### src/ebus_params.svh
// constants of the external bus unit
// Summary of operation
// - carry all core accesses to external memory
// - peripheral-bus accesses behave like external ones
// - single-chip mode or external bus mode
// - driven address bits programmable zero to 24
// - data path eight or sixteen bits
// - multiplexed address and data on shared lines
// - demultiplexed: low address on separate lines
// - segment lines selectable, rest freed
// - chip selects for windows plus default
// - arbitration pins only after software enable
// - master role after reset, acknowledge output
// - slave role: acknowledge pin is input
// - timing programmable per window
// - ready input with selectable active level
// - up to four address windows
// - window 4 over 3, 2 over 1
// - unmatched addresses use default set zero
// - selected window asserts its chip select
// - reference clock toggles every busy cycle; pins change on either edge
// - bus mode switches per addressed window
`ifndef EBUS_PARAMS_SVH
`define EBUS_PARAMS_SVH
`define EB_ADDR_W      24
`define EB_DATA_W      16
`define EB_NWIN        5
`define EB_LOW_ADDR_W  16
`define EB_TIM_W       4
`define EB_SEG_W       8
`define EB_TCFG_W      12
`define EB_FCFG_W      4
`define EB_TC_SETUP    0
`define EB_TC_WAIT     4
`define EB_TC_HOLD     8
`define EB_FC_MUX      0
`define EB_FC_BUS16    1
`define EB_FC_RDYEN    2
`define EB_FC_CSEN     3
`define EB_FCFG_RST    4'h8
`define EB_TCFG_RST    12'h111
`endif

### src/ebus_pkg.sv
// types of the external bus unit
package ebus_pkg;
    typedef enum logic [2:0] {
        ST_IDLE  = 3'b000,
        ST_ADDR  = 3'b001,
        ST_WAIT  = 3'b010,
        ST_DATA  = 3'b011,
        ST_HOLD  = 3'b100,
        ST_GRANT = 3'b101
    } bus_state_e;
endpackage

### src/external_bus_unit.sv
// external bus unit: access sequencer, window decode, arbitration
`timescale 1ns/1ps
`include "ebus_params.svh"
module external_bus_unit (
    // clock and reset
    input  wire logic                        sys_clk,
    input  wire logic                        nrst,
    // configuration
    input  wire logic                        ext_mode,
    input  wire logic [4:0]                  addr_bits,
    input  wire logic [`EB_SEG_W-1:0]        seg_enable,
    input  wire logic                        rdy_active_high,
    input  wire logic                        arb_enable,
    input  wire logic                        arb_slave,
    input  wire logic [`EB_NWIN*`EB_TCFG_W-1:0] window_timing_config,
    input  wire logic [`EB_NWIN*`EB_FCFG_W-1:0] window_function_config,
    input  wire logic [4*`EB_ADDR_W-1:0]     window_address_select,
    input  wire logic [4*`EB_ADDR_W-1:0]     window_address_mask,
    input  wire logic [3:0]                  window_enable,
    // core and peripheral-bus request
    input  wire logic                        req_valid,
    input  wire logic                        req_write,
    input  wire logic                        req_periph,
    input  wire logic [`EB_ADDR_W-1:0]       req_addr,
    input  wire logic [`EB_DATA_W-1:0]       req_wdata,
    output logic                             req_ready,
    output logic                             resp_valid,
    output logic [`EB_DATA_W-1:0]            resp_rdata,
    // peripheral bus, internal copy of the external bus
    output logic                             pb_sel,
    output logic                             pb_write,
    output logic [`EB_ADDR_W-1:0]            pb_addr,
    output logic [`EB_DATA_W-1:0]            pb_wdata,
    input  wire logic [`EB_DATA_W-1:0]       pb_rdata,
    input  wire logic                        pb_ready,
    // external pins
    output logic                             bus_reference_clock_out,
    output logic [`EB_DATA_W-1:0]            ad_out,
    output logic [`EB_DATA_W-1:0]            ad_oe,
    input  wire logic [`EB_DATA_W-1:0]       ad_in,
    output logic [`EB_LOW_ADDR_W-1:0]        low_addr,
    output logic [`EB_LOW_ADDR_W-1:0]        low_addr_oe,
    output logic [`EB_SEG_W-1:0]             seg_addr,
    output logic [`EB_SEG_W-1:0]             seg_addr_oe,
    output logic                             ale,
    output logic                             rd_n,
    output logic                             wr_n,
    output logic                             strobe_oe,
    output logic [`EB_NWIN-1:0]              cs_n,
    input  wire logic                        ready_pin,
    // arbitration pins
    input  wire logic                        hold_request_n,
    output logic                             bus_request_out,
    output logic                             hold_acknowledge_out,
    output logic                             hold_acknowledge_oe,
    input  wire logic                        hold_acknowledge_in,
    // status
    output logic                             bus_held
);
    import ebus_pkg::*;

    bus_state_e            st_q;
    logic [1:0]            rdy_sync_q;
    logic [1:0]            hold_sync_q;
    logic [1:0]            hold_acknowledge_sync_q;
    logic                  rdy_s;
    logic                  hold_s;
    logic                  hold_acknowledge_s;
    logic [2:0]            win_sel;
    logic [2:0]            set_q;
    logic [`EB_TIM_W-1:0]  cnt_q;
    logic                  write_q;
    logic                  periph_q;
    logic [`EB_ADDR_W-1:0] addr_q;
    logic [`EB_DATA_W-1:0] wdata_q;
    logic [`EB_TCFG_W-1:0] tcfg;
    logic [`EB_FCFG_W-1:0] fcfg;
    logic                  mux_q;
    logic                  bus16_q;
    logic                  rdyen_q;
    logic [`EB_ADDR_W-1:0] amask;
    logic                  ref_clk_q;
    logic                  ext_go;
    logic                  rdy_ok;
    logic                  req_take;
    logic                  acc_done;
    logic                  rd_take;

    // pins from outside the domain pass two flops first
    always_ff @(posedge sys_clk or negedge nrst) begin
        if (!nrst) begin
            rdy_sync_q  <= 2'h0;
            hold_sync_q <= 2'h3;
            hold_acknowledge_sync_q <= 2'h3;
        end else begin
            rdy_sync_q  <= {rdy_sync_q[0], ready_pin};
            hold_sync_q <= {hold_sync_q[0], hold_request_n};
            hold_acknowledge_sync_q <= {hold_acknowledge_sync_q[0], hold_acknowledge_in};
        end
    end
    assign rdy_s  = rdy_sync_q[1];
    assign hold_s = hold_sync_q[1];
    assign hold_acknowledge_s = hold_acknowledge_sync_q[1];
    assign rdy_ok = (rdy_s == rdy_active_high);

    window_select u_win (
        .addr     (req_addr),
        .win_base (window_address_select),
        .win_mask (window_address_mask),
        .win_en   (window_enable),
        .sel      (win_sel)
    );

    assign tcfg = window_timing_config[set_q*`EB_TCFG_W +: `EB_TCFG_W];
    assign fcfg = window_function_config[win_sel*`EB_FCFG_W +: `EB_FCFG_W];

    // address bits above the programmed width stay low
    always_comb begin
        for (int i = 0; i < `EB_ADDR_W; i++) begin
            amask[i] = (i < addr_bits);
        end
    end

    // in slave role an external access needs the master's grant line low
    assign ext_go = ext_mode && !(arb_enable && arb_slave && hold_acknowledge_s);
    // the core may still hold its request at the done edge; it is not taken twice
    assign req_take = req_valid && !req_ready && (req_periph || ext_go);
    assign acc_done = (st_q == ST_DATA) && (cnt_q >= tcfg[`EB_TC_HOLD +: `EB_TIM_W]);
    // pins lag the state by one cycle, so read data is taken in the first data cycle
    assign rd_take  = (st_q == ST_DATA) && (cnt_q == '0) && !write_q;

    // reference clock toggles every cycle outside idle and hold; pin changes fall on its rise or its fall
    always_ff @(posedge sys_clk or negedge nrst) begin
        if (!nrst) ref_clk_q <= 1'b0;
        else       ref_clk_q <= (st_q == ST_IDLE || st_q == ST_HOLD) ? 1'b0 : ~ref_clk_q;
    end
    assign bus_reference_clock_out = ref_clk_q;

    // access sequencer
    always_ff @(posedge sys_clk or negedge nrst) begin
        if (!nrst) begin
            st_q     <= ST_IDLE;
            cnt_q    <= '0;
            set_q    <= 3'h0;
            write_q  <= 1'b0;
            periph_q <= 1'b0;
            addr_q   <= '0;
            wdata_q  <= '0;
            mux_q    <= 1'b0;
            bus16_q  <= 1'b0;
            rdyen_q  <= 1'b0;
        end else begin
            unique case (st_q)
                ST_IDLE: begin
                    if (arb_enable && !arb_slave && !hold_s) begin
                        st_q <= ST_HOLD;
                    end else if (req_take) begin
                        st_q     <= ST_ADDR;
                        set_q    <= req_periph ? 3'h0 : win_sel;
                        write_q  <= req_write;
                        periph_q <= req_periph;
                        addr_q   <= req_addr & amask;
                        wdata_q  <= req_wdata;
                        mux_q    <= fcfg[`EB_FC_MUX];
                        bus16_q  <= fcfg[`EB_FC_BUS16];
                        rdyen_q  <= fcfg[`EB_FC_RDYEN];
                        cnt_q    <= '0;
                    end
                end
                ST_ADDR: begin
                    if (cnt_q >= tcfg[`EB_TC_SETUP +: `EB_TIM_W]) begin
                        st_q  <= ST_WAIT;
                        cnt_q <= '0;
                    end else begin
                        cnt_q <= cnt_q + 1'b1;
                    end
                end
                ST_WAIT: begin
                    // waits run out first, then ready gates the end
                    if (cnt_q >= tcfg[`EB_TC_WAIT +: `EB_TIM_W]) begin
                        if (periph_q ? pb_ready : (!rdyen_q || rdy_ok)) begin
                            st_q  <= ST_DATA;
                            cnt_q <= '0;
                        end
                    end else begin
                        cnt_q <= cnt_q + 1'b1;
                    end
                end
                ST_DATA: begin
                    if (cnt_q >= tcfg[`EB_TC_HOLD +: `EB_TIM_W]) begin
                        st_q <= ST_IDLE;
                    end else begin
                        cnt_q <= cnt_q + 1'b1;
                    end
                end
                ST_HOLD: begin
                    if (hold_s) st_q <= ST_IDLE;
                end
                default: st_q <= ST_IDLE;
            endcase
        end
    end

    // core handshake and read data
    always_ff @(posedge sys_clk or negedge nrst) begin
        if (!nrst) begin
            req_ready  <= 1'b0;
            resp_valid <= 1'b0;
            resp_rdata <= '0;
        end else begin
            req_ready  <= acc_done;
            resp_valid <= acc_done;
            if (rd_take) begin
                if (periph_q)     resp_rdata <= pb_rdata;
                else if (bus16_q) resp_rdata <= ad_in;
                else              resp_rdata <= {8'h00, ad_in[7:0]};
            end
        end
    end

    // peripheral bus mirrors the external strobes
    always_ff @(posedge sys_clk or negedge nrst) begin
        if (!nrst) begin
            pb_sel   <= 1'b0;
            pb_write <= 1'b0;
            pb_addr  <= '0;
            pb_wdata <= '0;
        end else begin
            pb_sel   <= periph_q && (st_q == ST_ADDR || st_q == ST_WAIT);
            pb_write <= write_q;
            pb_addr  <= addr_q;
            pb_wdata <= wdata_q;
        end
    end

    // external pins; the bus floats while granted away
    always_ff @(posedge sys_clk or negedge nrst) begin
        if (!nrst) begin
            ad_out      <= '0;
            ad_oe       <= '0;
            low_addr    <= '0;
            low_addr_oe <= '0;
            seg_addr    <= '0;
            seg_addr_oe <= '0;
            ale         <= 1'b0;
            rd_n        <= 1'b1;
            wr_n        <= 1'b1;
            strobe_oe   <= 1'b0;
            cs_n        <= '1;
        end else begin
            ale       <= 1'b0;
            rd_n      <= 1'b1;
            wr_n      <= 1'b1;
            cs_n      <= '1;
            strobe_oe <= ext_mode && (st_q != ST_HOLD);
            ad_oe     <= '0;
            seg_addr    <= addr_q[`EB_ADDR_W-1:`EB_LOW_ADDR_W];
            seg_addr_oe <= (ext_mode && st_q != ST_HOLD) ? seg_enable : '0;
            low_addr    <= addr_q[`EB_LOW_ADDR_W-1:0];
            low_addr_oe <= (ext_mode && !mux_q && st_q != ST_HOLD) ? '1 : '0;
            if (!periph_q && st_q != ST_IDLE && st_q != ST_HOLD) begin
                if (fcfg_cs(set_q)) cs_n[set_q] <= 1'b0;
                if (st_q == ST_ADDR && mux_q) begin
                    ad_out <= addr_q[`EB_DATA_W-1:0];
                    ad_oe  <= '1;
                    ale    <= 1'b1;
                end else if (st_q == ST_WAIT || st_q == ST_DATA) begin
                    rd_n <= write_q || st_q == ST_DATA;
                    wr_n <= !write_q || st_q == ST_DATA;
                    if (write_q) begin
                        ad_out <= wdata_q;
                        ad_oe  <= bus16_q ? 16'hFFFF : 16'h00FF;
                    end
                end else if (st_q == ST_ADDR) begin
                    ale <= 1'b1;
                end
            end
        end
    end

    function automatic logic fcfg_cs(input logic [2:0] idx);
        fcfg_cs = window_function_config[idx*`EB_FCFG_W + `EB_FC_CSEN];
    endfunction

    // arbitration pins stay quiet until enabled
    always_ff @(posedge sys_clk or negedge nrst) begin
        if (!nrst) begin
            bus_request_out      <= 1'b1;
            hold_acknowledge_out <= 1'b1;
            hold_acknowledge_oe  <= 1'b0;
            bus_held             <= 1'b0;
        end else begin
            bus_held             <= (st_q == ST_HOLD);
            hold_acknowledge_oe  <= arb_enable && !arb_slave;
            hold_acknowledge_out <= !(st_q == ST_HOLD);
            // master asks for the bus back, slave asks for a grant, while the core waits
            bus_request_out <= !(arb_enable &&
                ((st_q == ST_HOLD && req_valid) || (arb_slave && hold_acknowledge_s && req_valid)));
        end
    end
endmodule

### src/window_select.sv
// address window decoder with fixed priority
`timescale 1ns/1ps
`include "ebus_params.svh"
module window_select (
    // access address
    input  wire logic [`EB_ADDR_W-1:0]   addr,
    // window bases and masks, index 1..4 used
    input  wire logic [4*`EB_ADDR_W-1:0] win_base,
    input  wire logic [4*`EB_ADDR_W-1:0] win_mask,
    input  wire logic [3:0]              win_en,
    // selected set index, zero is default
    output logic [2:0]                   sel
);
    logic [3:0] hit;
    genvar g;
    generate
        for (g = 0; g < 4; g++) begin : gen_hit
            assign hit[g] = win_en[g] &&
                (((addr ^ win_base[g*`EB_ADDR_W +: `EB_ADDR_W]) &
                  win_mask[g*`EB_ADDR_W +: `EB_ADDR_W]) == '0);
        end
    endgenerate
    // 4 beats 3 and 2 beats 1; the upper pair wins over the lower pair
    always_comb begin
        if (hit[3])      sel = 3'h4;
        else if (hit[2]) sel = 3'h3;
        else if (hit[1]) sel = 3'h2;
        else if (hit[0]) sel = 3'h1;
        else             sel = 3'h0;
    end
endmodule

### config.mk
export PLATFORM = sky130hd
export DESIGN_NAME = external_bus_unit
export DESIGN_NICKNAME = d
export VERILOG_FILES = /design/src/ebus_pkg.sv /design/src/external_bus_unit.sv /design/src/window_select.sv
export VERILOG_INCLUDE_DIRS = /design/src
export SDC_FILE = /design/constraint.sdc
export NUM_CORES = 1
export LEC_CHECK = 0
export BUFFER_PORTS_ARGS = -buffer_cell sky130_fd_sc_hd__buf_2
export CORE_AREA = 2 2 205 207
export CTS_CLUSTER_SIZE = 10
export DETAILED_ROUTE_END_ITERATION = 10
export DIE_AREA = 0 0 207 209
export GPL_ROUTABILITY_DRIVEN = 0
export PLACE_DENSITY = 0.47
export SYNTH_ARGS = -nofsm -noshare
export SYNTH_HDL_FRONTEND = slang
export SYNTH_SLANG_ARGS = --single-unit
### constraint.sdc
create_clock -name sys_clk -period 4.6 [get_ports sys_clk]
set_clock_uncertainty 0.05 [all_clocks]
set_input_delay 0.23 -clock sys_clk [delete_from_list [all_inputs] [get_ports sys_clk]]
set_output_delay 0.23 -clock sys_clk [all_outputs]
set_load 0.02 [all_outputs]
==> results of run 1 <==
==> state kept, by name (all words and copies together) (netlist names), 2 cells and up <==
register,flops
cnt_q,4
seg_addr,7
st_q,3
pb_wdata,16
ad_oe,2
ad_out,16
addr_q,24
resp_rdata,16
low_addr,15
wdata_q,16
rdy_sync_q,2
seg_addr_oe,8
pb_addr,2
cs_n,5
hold_sync_q,2
set_q,3
hold_acknowledge_sync_q,2
==> layer usage <==
| metal | GRT usage (%) | vias up | share of wire, % |
|---|---|---|---|
| met4 | 8.47 | 0 | 3.7 |
| met5 | 0 | - | 0 |
| met3 | 3.44 | 60 | 5.0 |
| met1 | 18.7 | 3922 | 36 |
| li1 | - | 3906 | - |
| met2 | 33.9 | 381 | 55 |
==> how the worst max path moves through the flow <==
stage / start / endpoint / slack [ns] / cells after the start
detailed placement: set_q[2] / cnt_q[2] / 1.13 / 12
finish: set_q[2] / cnt_q[2] / 1.06 / 12
global route: set_q[2] / cnt_q[3] / 0.60 / 12
global placement: set_q[2] / cnt_q[2] / 1.23 / 12
floorplan: set_q[2] / cnt_q[2] / 1.49 / 14
CTS: set_q[2] / cnt_q[2] / 1.11 / 12
==> cells by family (layout without fill, tap and decap cells) <==
family	count (synthesis)	count (layout)	share of synthesized area [%]
fa+ha+maj	14	14	2.00
buf+inv	131	617	8.77
xor+xnor	98	98	9.78
mux	58	58	7.71
flops	161	161	46.1
other cells	0	16	0
simple gates	182	182	10.3
compound gates	214	214	15.3
==> per-stage QoR <==
step / cells / instance area [µm²] / utilization, % / worst slack (ns)
after global placement: 1811 / 11400 / 27.7 / 1.23
after CTS: 1883 / 12400 / 30.1 / 1.11
after floorplan: 858 / 8780 / - / 1.49
after detailed placement: 1811 / 11400 / 27.7 / 1.13
after global routing: 1897 / 12500 / 30.2 / 0.604
final: 1899 / 12500 / 30.2 / 1.06
==> critical path, cell delays in order, from the launching register on <==
cell and delay (ns):
dfrtp_1 0.53, clkinv_1 0.32, nor2_1 0.59, a22oi_1 0.19, o22ai_1 0.17, ha_1 0.24
nand2b_1 0.14, a21oi_1 0.15, o21ai_0 0.15, a221oi_1 0.27, o21ai_1 0.19, o21bai_1 0.20
a22o_1 0.23
==> cells in the mapped netlist, types with 14 or more instances <==
library cell  instances
nand2_1              67
buf_4                54
ha_1                 14
o21ai_0              65
dfrtp_1             148
a21oi_1              45
buf_2                18
mux2_4               18
clkbuf_1             36
nand4_1              14
a22oi_1              59
mux2i_1              35
xor2_1               97
nor2_1               49
==> power by group through the flow <==
| stage | sequential (mW) | combinational (mW) | clock [mW] |
|---|---|---|---|
| after floorplan | 2.71 | 1.49 | 0 |
| after global placement | 2.45 | 2.67 | 0 |
| after detailed placement | 2.47 | 2.68 | 0 |
| after CTS | 2.45 | 2.71 | 1.46 |
| after global routing | 2.51 | 2.91 | 1.53 |
| final | 2.43 | 2.68 | 1.42 |
==> cell type report <==
type	count	area, µm²	area share (%)
repair buffers	572	3100	24.9
well taps	539	674	5.41
multi-input cells	566	3980	31.9
flip-flops and latches	161	4050	32.5
clock buffers	20	457	3.67
diodes	16	40.0	0.321
clock inverters	12	121	0.974
inverters	13	48.8	0.392
==> impl_metrics.json, run 1 <==
{
  "die_w_um": 207,
  "cts_max_level": 4,
  "fin_nets": 1719,
  "clk_latency_ns": 0.44,
  "cp_max_fo": 11,
  "rr_startpoint": "set_q[2]",
  "worstPathRequired_ns": 4.87,
  "rsz0062_at_grt": "no",
  "synth-seq-area-share_pct": 46.1,
  "synth_seq_cells": 161,
  "clockRootBuffer": "clkbuf_16",
  "cts_tree": "built",
  "switchingPower_mw": 2.73,
  "hp-start": "pb_rdata[14]",
  "yosys_most_used_dff": "dfrtp_1",
  "die_area_mm2": 0.0433,
  "grt_pass1_wl_mm": 56.0,
  "outcome": "finished, final reports clean",
  "initial_core_util_pct": 21.3,
  "hold_ws_ns": 0.0389,
  "endpoint_kind": "flip-flop",
  "worst_pin_slew_ns": 1.12,
  "post_cts_buffers": 0,
  "p_int_mw": 3.80,
  "worst_hold_path.num_cells": 3,
  "final_antenna_net_count": 0,
  "synth_area_mm2": 0.00878,
  "viasPerCell": 4.35,
  "min_delay_worst_endpoint": "resp_rdata[14]",
  "maxCapViolations": 0,
  "numCtsBuffers": 17,
  "synth_area_per_cell_um2": 10.2,
  "dp_hpwl_mm": 32.6,
  "syn_to_final_growth_pct": 42.0,
  "pin_count": 528,
  "cts.sinks": 161,
  "synth_area_leaders": "dfrtp_1 42%, xor2_1 9.7%, a22oi_1 5.0%",
  "period_needed_ns": 3.54,
  "finalSetupViolations": 0,
  "grt_max_degree": 84,
  "finalPower_mw": 6.52,
  "p_comb_share_pct": 41.0,
  "wl_mm": 39.4,
  "netlist_instances": 858,
  "mostFrequentLayoutCell": "buf_2",
  "synth_nets": 1246,
  "critPathKind": "reg -> reg",
  "wl_per_cell_um": 20.7,
  "slew_headroom_pct": 25.3,
  "p_leak_nw": 6.29,
  "tns_ns": 0,
  "r2r_slack_ns": 1.06,
  "synth-edff-count": 0,
  "final_cell_mix": "526 x buf_2, 148 x dfrtp_1, 97 x xor2_1",
  "core.rowCount": 75,
  "grt_use_total_pct": 17.8,
  "pwr_density_cell_mw_per_mm2": 524,
  "overflow": 0,
  "io_buffers": 527,
  "max_freq_mhz": 283,
  "crit_arrival_ns": 3.80,
  "ir_worst_vdd_v": 0.000229,
  "power_frac_seq_pct": 37.2,
  "r2r_cells": 12,
  "period_share_pct": 76.9,
  "sw_frac_of_total_pct": 41.8,
  "antenna_found_initial": 26,
  "cts_buffer_depth": 2,
  "die_h_um": 209,
  "clkPwrFrac_pct": 21.7,
  "drc_errors": 0,
  "worst_hold_path_type": "in -> reg",
  "ctsHoldBuffers": 40,
  "reg2reg_to": "cnt_q[2]",
  "path_clk_slew_ns": 0.06,
  "drive_gt1_share_pct": 45.2,
  "async_reset_ff_share_pct": 100,
  "final-hold-violation-count": 0,
  "yosysTopAreaCell": "dfrtp_1",
  "synth_warnings": 0,
  "finalMaxSlewViolations": 0,
  "grt_pass1_vias": 8501,
  "synth.top_cell.area_share_pct": 42.2,
  "drtPass1Iterations": 5,
  "num-fill-cells": 4489,
  "vias": 8269,
  "synth_cell_types": 56,
  "cts_resized": 0,
  "startpoint_type": "flip-flop",
  "drt_iter0_markers": 362,
  "core_mm2": 0.0413
}
No activity file was read; power rests on OpenSTA's default activity.
==> run 2, diff against run 1 <==
--- a/config.mk
+++ b/config.mk
@@ -6,13 +6,14 @@
 export SDC_FILE = /design/constraint.sdc
 export NUM_CORES = 1
 export LEC_CHECK = 0
+export ABC_AREA = 1
 export BUFFER_PORTS_ARGS = -buffer_cell sky130_fd_sc_hd__buf_2
 export CORE_AREA = 2 2 205 207
 export CTS_CLUSTER_SIZE = 10
 export DETAILED_ROUTE_END_ITERATION = 10
 export DIE_AREA = 0 0 207 209
 export GPL_ROUTABILITY_DRIVEN = 0
-export PLACE_DENSITY = 0.47
+export PLACE_DENSITY = 0.52
 export SYNTH_ARGS = -nofsm -noshare
 export SYNTH_HDL_FRONTEND = slang
 export SYNTH_SLANG_ARGS = --single-unit
==> constraint.sdc (replaced) <==
create_clock -name sys_clk -period 3.2 [get_ports sys_clk]
set_clock_uncertainty 0.05 [all_clocks]
set_input_delay 0.16 -clock sys_clk [delete_from_list [all_inputs] [get_ports sys_clk]]
set_output_delay 0.16 -clock sys_clk [all_outputs]
set_load 0.02 [all_outputs]
==> run 2 against run 1 <==
Via count rose by 31%; power is 47% higher; die area did not move; highest routed layer unchanged; worst setup slack lost 0.78 ns; non-clock buffer count grew 41.
==> impl_metrics.json, run 2 <==
{
  "outcome": "finished, final reports clean",
  "final_core_util_pct": 33.5,
  "overflow": 0,
  "dp_hpwl_mm": 35.6,
  "period_share_pct": 91.2,
  "grt_use_total_pct": 19.3,
  "synth_warnings": 0,
  "viasPerCell": 4.44,
  "io_buffers": 527,
  "yosys_most_used_dff": "dfrtp_1",
  "dpl_cell_area_mm2": 0.0125,
  "cts_max_level": 4,
  "ir_worst_vdd_v": 0.000282,
  "drc_errors": 0,
  "endpoint_kind": "flip-flop",
  "cts_tree": "built",
  "r2r_slack_ns": 0.28,
  "yosysTopAreaCell": "dfrtp_1",
  "wl_mm": 42.5,
  "synth-compound-area-share_pct": 8.39,
  "p_leak_nw": 7.63,
  "rr_startpoint": "set_q[1]",
  "reg2reg_to": "cnt_q[3]",
  "initial_core_util_pct": 23.7,
  "maxCapViolations": 0,
  "synth_top_family_by_area": "simple AND/OR/NAND/NOR gates",
  "fin_nets": 2269,
  "synth_xor_area_share_pct": 0.538,
  "crit_cells": 16,
  "place_ws_ns": 0.354,
  "dp_cells": 2327,
  "synth.top_cell.area_share_pct": 37.9,
  "layout_setup_ws_ns": 0.281,
  "clockRootBuffer": "clkbuf_16",
  "cpPeakStageDelay_ns": 0.45,
  "final-hold-violation-count": 0,
  "rsz0062_at_grt": "no",
  "drt_iter0_markers": 611,
  "pwr_density_cell_mw_per_mm2": 696,
  "period_needed_ns": 2.92,
  "synth-edff-count": 0,
  "finalNonFillerCells": 2434,
  "cp_max_fo": 9,
  "synth-seq-area-share_pct": 41.4,
  "num-fill-cells": 4446,
  "numCtsBuffers": 17,
  "grt_max_degree": 86,
  "worstPathRequired_ns": 3.50,
  "vias": 10800,
  "endpoint": "cnt_q[3]",
  "synth_cell_types": 45,
  "synth_area_per_cell_um2": 7.26,
  "cts_buffer_depth": 2,
  "clk_latency_ns": 0.43,
  "cp_num_buf_inv": 3,
  "die_h_um": 209,
  "wl_per_cell_um": 17.4,
  "cpLargestDelayFamily": "simple AND/OR/NAND/NOR gates",
  "tns_ns": 0,
  "synth.most_common_cell": "nand2_1",
  "finalPower_mw": 9.62,
  "async_reset_ff_share_pct": 100,
  "synth_area_leaders": "dfrtp_1 38%, nand2_1 17%, nand3_1 6.4%",
  "synthSimpleGateAreaFrac_pct": 35.5,
  "max_freq_mhz": 343,
  "synth_commonest_cells": "433 x nand2_1, 159 x nor2_1, 148 x dfrtp_1, 124 x nand3_1, 119 x inv_1",
  "pin_count": 528,
  "synth_area_mm2": 0.00977,
  "die_w_um": 207,
  "startpoint_type": "flip-flop",
  "hp-start": "req_periph",
  "finalMaxSlewViolations": 0,
  "crit_arrival_ns": 3.22,
  "syn_to_final_growth_pct": 41.4,
  "worst_hold_path_type": "in -> reg",
  "worst_hold_path.num_cells": 3,
  "finalSetupViolations": 0,
  "fin_area_mm2": 0.0138,
  "synth_nets": 1734,
  "grt_pass1_vias": 10500,
  "critPathKind": "reg -> reg",
  "crit_chain": "inv_1 -> nor3_1 -> buf_4 -> a22oi_1 -> nand2_1 -> a221oi_1 -> ha_1 -> a21oi_1 -> nand3_1 -> nand2_1 -> nand2_1 -> nor2_2 -> inv_2 -> nor2_1 -> o22ai_1 -> a21oi_1",
  "grt_pass1_wl_mm": 63.0,
  "crit_top_cell": "nand2_1",
  "hold_ws_ns": 0.0284,
  "core_mm2": 0.0413,
  "drive_gt1_share_pct": 33.2,
  "synth_adder_area_share_pct": 1.79,
  "regMostFlops": "addr_q",
  "die_area_mm2": 0.0433,
  "worst_pin_slew_ns": 0.747,
  "synth_seq_cells": 161,
  "worstSetupStartpoint": "set_q[1]",
  "mostFrequentLayoutCell": "buf_2",
  "slew_headroom_pct": 49.6,
  "netlist_instances": 1346,
  "path_clk_slew_ns": 0.06,
  "slowest_stage": "nor3_1",
  "final_cell_mix": "526 x buf_2, 433 x nand2_1, 159 x nor2_1",
  "core.rowCount": 75,
  "cts.sinks": 161,
  "largest_reg_flops": 24,
  "drtPass1Iterations": 5,
  "r2r_cells": 16,
  "antenna_found_initial": 1,
  "final_antenna_net_count": 0,
  "synthMuxAreaShare_pct": 0
}
-- run 2: changes by cell type in the layout (fill, tap and decap cells not counted), sizes merged, moves of 34 or more --
cell         previous run  this run
a22oi                  59        10
dlygate4sd3            40        74
inv                    17       138
mux2i                  35         0
nand2                  67       439
nand3                   4       136
nor2                   49       166
o21ai                  68        33
or2                     1        36
xor2                   97         5
-- run 2: worst min-delay path by stage --
stage | endpoint | slack [ns]
finish | periph_q | 0.03
global route | addr_q[23] | 0.03
CTS | periph_q | 0.003
detailed placement | pb_wdata[12] | 0.07
global placement | pb_wdata[11] | 0.07
floorplan | ad_oe[14] | -0.19
-- run 2: repair_timing --
action	CTS	global route
gates resized for setup	0	0
endpoints found under the hold margin	98	0
setup buffers	0	0
hold buffers	74	0
-- run 2: logic make-up after synthesis --
| logic type | Yosys count |
|---|---|
| adders and majority gates | 14 |
| and+or+nand+nor | 804 |
| xor gates and xnor gates | 6 |
| buffers and inverters | 232 |
| DFF | 161 |
| AOI/OAI and AO/OA | 129 |
-- run 2: layout make-up --
cell class | count | area (µm²) | share of cell area (%)
antenna | 1 | 2.50 | 0.0181
inverter | 135 | 507 | 3.67
multi-input combinational | 953 | 4530 | 32.8
timing repair buffer | 613 | 3490 | 25.2
tap | 539 | 674 | 4.88
sequential | 161 | 4050 | 29.3
clock buffer | 19 | 453 | 3.28
clock inverter | 13 | 126 | 0.914
-- run 2: worst reg2reg max path: cells and delay by family, from the launching register on --
kind	cells	cell delay (ns)
compound gates	5	0.53
fa+ha+maj	1	0.33
buf+inv	3	0.44
flops	1	0.38
simple gates	7	1.14
-- run 2: where the power goes --
group | total, mW | switching (mW) | internal [mW]
Sequential | 3.39 | 0.582 | 2.81
Clock | 2.01 | 0.884 | 1.13
Combinational | 4.22 | 2.69 | 1.53
Total | 9.62 | 4.16 | 5.46
-- run 2: metal layers --
metal / wire length, µm / track usage (%) / share of wire [%]
met5: 0 / 0 / 0
met4: 1160 / 6.82 / 2.7
met3: 2310 / 3.25 / 5.4
met2: 21700 / 35.1 / 51
met1: 17300 / 22.7 / 41
==> run 3, diff against run 2 <==
--- a/config.mk
+++ b/config.mk
@@ -9,11 +9,13 @@
 export ABC_AREA = 1
 export BUFFER_PORTS_ARGS = -buffer_cell sky130_fd_sc_hd__buf_2
 export CORE_AREA = 2 2 205 207
+export CTS_BUF_LIST = sky130_fd_sc_hd__clkbuf_4 sky130_fd_sc_hd__clkbuf_8
 export CTS_CLUSTER_SIZE = 10
 export DETAILED_ROUTE_END_ITERATION = 10
 export DIE_AREA = 0 0 207 209
 export GPL_ROUTABILITY_DRIVEN = 0
-export PLACE_DENSITY = 0.52
+export PLACE_DENSITY = 0.51
 export SYNTH_ARGS = -nofsm -noshare
 export SYNTH_HDL_FRONTEND = slang
+export SYNTH_HIERARCHICAL = 1
 export SYNTH_SLANG_ARGS = --single-unit
==> run 3 against run 2 <==
First-iteration DRC count up 16%; largest power group unchanged; final cell count down 2.0%; largest cell class unchanged; critical endpoint is now rdyen_q; critical path depth up 1; register-to-register slack better by 0.27 ns; clock power down 24%; synthesized cell count down 5.4%; area after synthesis down 3.8%; sequential power about the same.
==> impl_metrics.json, run 3 <==
{
  "clockRootBuffer": "clkbuf_8",
  "drt_iter0_markers": 706,
  "multi_input_area_mm2": 0.00433,
  "ir_worst_vdd_v": 0.000299,
  "tns_ns": 0,
  "synth_area_leaders": "dfrtp_1 39%, nand2_1 17%, nand3_1 7.8%",
  "worstPathRequired_ns": 3.50,
  "synth.top_cell.area_share_pct": 39.4,
  "synth-seq-area-share_pct": 43.0,
  "sw_frac_of_total_pct": 45.5,
  "wl_mm": 41.3,
  "maxCapViolations": 0,
  "dp_hpwl_mm": 33.9,
  "p_leak_nw": 7.34,
  "rsz0062_at_grt": "no",
  "finalMaxSlewViolations": 0,
  "cp_max_fo": 11,
  "finalSetupViolations": 0,
  "syn_to_final_growth_pct": 43.7,
  "async_reset_ff_share_pct": 100,
  "core.rowCount": 75,
  "endpoint_kind": "flip-flop",
  "clk_latency_ns": 0.46,
  "synth_nets": 1661,
  "period_needed_ns": 2.96,
  "synth_area_mm2": 0.00940,
  "synth_area_per_cell_um2": 7.39,
  "fin_nets": 2216,
  "worstSetupStartpoint": "req_addr[19]",
  "die_area_mm2": 0.0433,
  "synth_commonest_cells": "423 x nand2_1, 148 x dfrtp_1, 146 x nand3_1, 119 x nor2_1, 108 x inv_1",
  "viasPerCell": 4.46,
  "clkPwrFrac_pct": 16.5,
  "critPathKind": "in -> reg",
  "antenna_found_initial": 8,
  "die_h_um": 209,
  "hold_ws_ns": 0.0523,
  "p_int_mw": 5.05,
  "yosys_most_used_dff": "dfrtp_1",
  "mostFrequentLayoutCell": "buf_2",
  "slew_headroom_pct": 52.2,
  "path_clk_slew_ns": 0.10,
  "fin_area_mm2": 0.0135,
  "numCtsBuffers": 17,
  "final_cell_mix": "526 x buf_2, 423 x nand2_1, 148 x dfrtp_1",
  "p_comb_share_pct": 46.6,
  "grt_max_degree": 75,
  "grt_pass1_vias": 10200,
  "drive_gt1_share_pct": 33.6,
  "drtPass1Iterations": 5,
  "netlist_instances": 1273,
  "wl_per_cell_um": 17.3,
  "regArea_mm2": 0.00405,
  "synth_warnings": 6,
  "cts_max_level": 4,
  "max_freq_mhz": 338,
  "initial_core_util_pct": 22.8,
  "crit_arrival_ns": 3.26,
  "worst_hold_path_type": "in -> reg",
  "regMostFlops": "addr_q",
  "synth-edff-count": 0,
  "cts_tree": "built",
  "final-hold-violation-count": 0,
  "hp-start": "window_function_config[9]",
  "io_buffers": 527,
  "power_frac_seq_pct": 36.9,
  "worst_pin_slew_ns": 0.717,
  "synth_cell_types": 39,
  "yosysTopAreaCell": "dfrtp_1",
  "drc_errors": 0,
  "pwr_density_cell_mw_per_mm2": 685,
  "switchingPower_mw": 4.22,
  "core_mm2": 0.0413,
  "pin_count": 528,
  "cts.sinks": 161,
  "period_share_pct": 92.5,
  "synth_seq_cells": 161,
  "num-fill-cells": 4504,
  "grt_use_total_pct": 18.5,
  "largest_reg_flops": 24,
  "cts_buffer_depth": 2,
  "outcome": "finished, final reports clean",
  "final_antenna_net_count": 0,
  "dpl_cell_area_mm2": 0.0122,
  "startpoint_type": "input port",
  "overflow": 0,
  "die_w_um": 207,
  "rr_startpoint": "set_q[1]",
  "vias": 10600,
  "grt_pass1_wl_mm": 61.1,
  "synth.most_common_cell": "nand2_1"
}
==> run 3: changes by cell type after synthesis, sizes merged, moves of 9 or more <==
cell    change
nand3      +11
inv        -21
nor3        -9
nor2       -32
o21ai       +9
nand2      -13
o31ai      -10
clkbuf      -9
==> run 3: what timing repair did <==
action                     in CTS  in global routing
setup endpoints to repair       0                  1
hold buffers                   88                  0
setup buffers                   0                  0
hold endpoints to repair      139                  0
gates resized for setup         0                  1
==> run 3: layout make-up <==
class / instances / share of cell area (%)
Multi-Input combinational cell: 909 / 32.0
Sequential cell: 161 / 29.9
Timing Repair Buffer: 627 / 26.9
Tap cell: 539 / 4.99
Inverter: 112 / 3.11
Clock buffer: 20 / 1.99
Clock inverter: 12 / 0.907
Antenna cell: 5 / 0.0926
==> run 3: cells by family after synthesis <==
group / after synthesis / share of synthesized area [%]
AND/OR/NAND/NOR: 764 / 34.8
buffers and inverters: 203 / 11.0
flip-flops: 161 / 43.0
AO/OA/AOI/OAI: 123 / 8.62
adder cells (fa/ha/maj): 14 / 1.86
XOR/XNOR: 8 / 0.745
==> run 3: per-layer routing <==
layer	track usage [%]	vias to the layer above	wire length, µm
met5	0	-	0
li1	-	5164	-
met3	3.86	53	2520
met1	22.4	4937	17100
met4	6.97	0	1120
met2	32.2	475	20600
==> run 3: final timing paths <==
check	endpoint	slack, ns	cells past startpoint
setup / recovery	rdyen_q	0.24	17
hold / removal	bus16_q	0.05	5
setup reg to reg	cnt_q[0]	0.55	14
hold reg to reg	hold_sync_q[1]	0.31	0
max in group asynchronous	resp_rdata[14]	2.04	3
min in group asynchronous	seg_addr_oe[7]	0.25	2
==> run 3: worst max-delay path, cell delays in order <==
cell and delay, ns:
dlygate4sd3_1 0.53, buf_2 0.17, or2_1 0.23, nand3_1 0.08, nand2_1 0.05, nor2_1 0.09
nand3_1 0.13, nor2_1 0.27, nand2_1 0.11, a21oi_1 0.22, buf_4 0.20, inv_1 0.09
nand2_1 0.06, nand3_1 0.06, a31oi_1 0.16, dlygate4sd3_1 0.57, o21ai_1 0.06
==> run 3: power by group through the flow <==
stage	Combinational (mW)	Sequential, mW	Clock [mW]
finish	4.32	3.42	1.53
CTS	4.35	3.44	1.60
global placement	4.08	3.46	0
global route	4.74	3.53	1.67
floorplan	2.23	3.85	0
detailed placement	4.10	3.48	0
==> run 3: stage by stage <==
stage / instances / utilization [%] / setup slack (ns) / total power [mW]
after floorplan: 1273 / - / 0.849 / 6.08
after global placement: 2260 / 29.6 / 0.594 / 7.54
after detailed placement: 2260 / 29.6 / 0.574 / 7.59
after CTS: 2380 / 32.7 / 0.0805 / 9.39
after global routing: 2385 / 32.7 / 0.000978 / 9.93
final: 2385 / 32.7 / 0.241 / 9.26
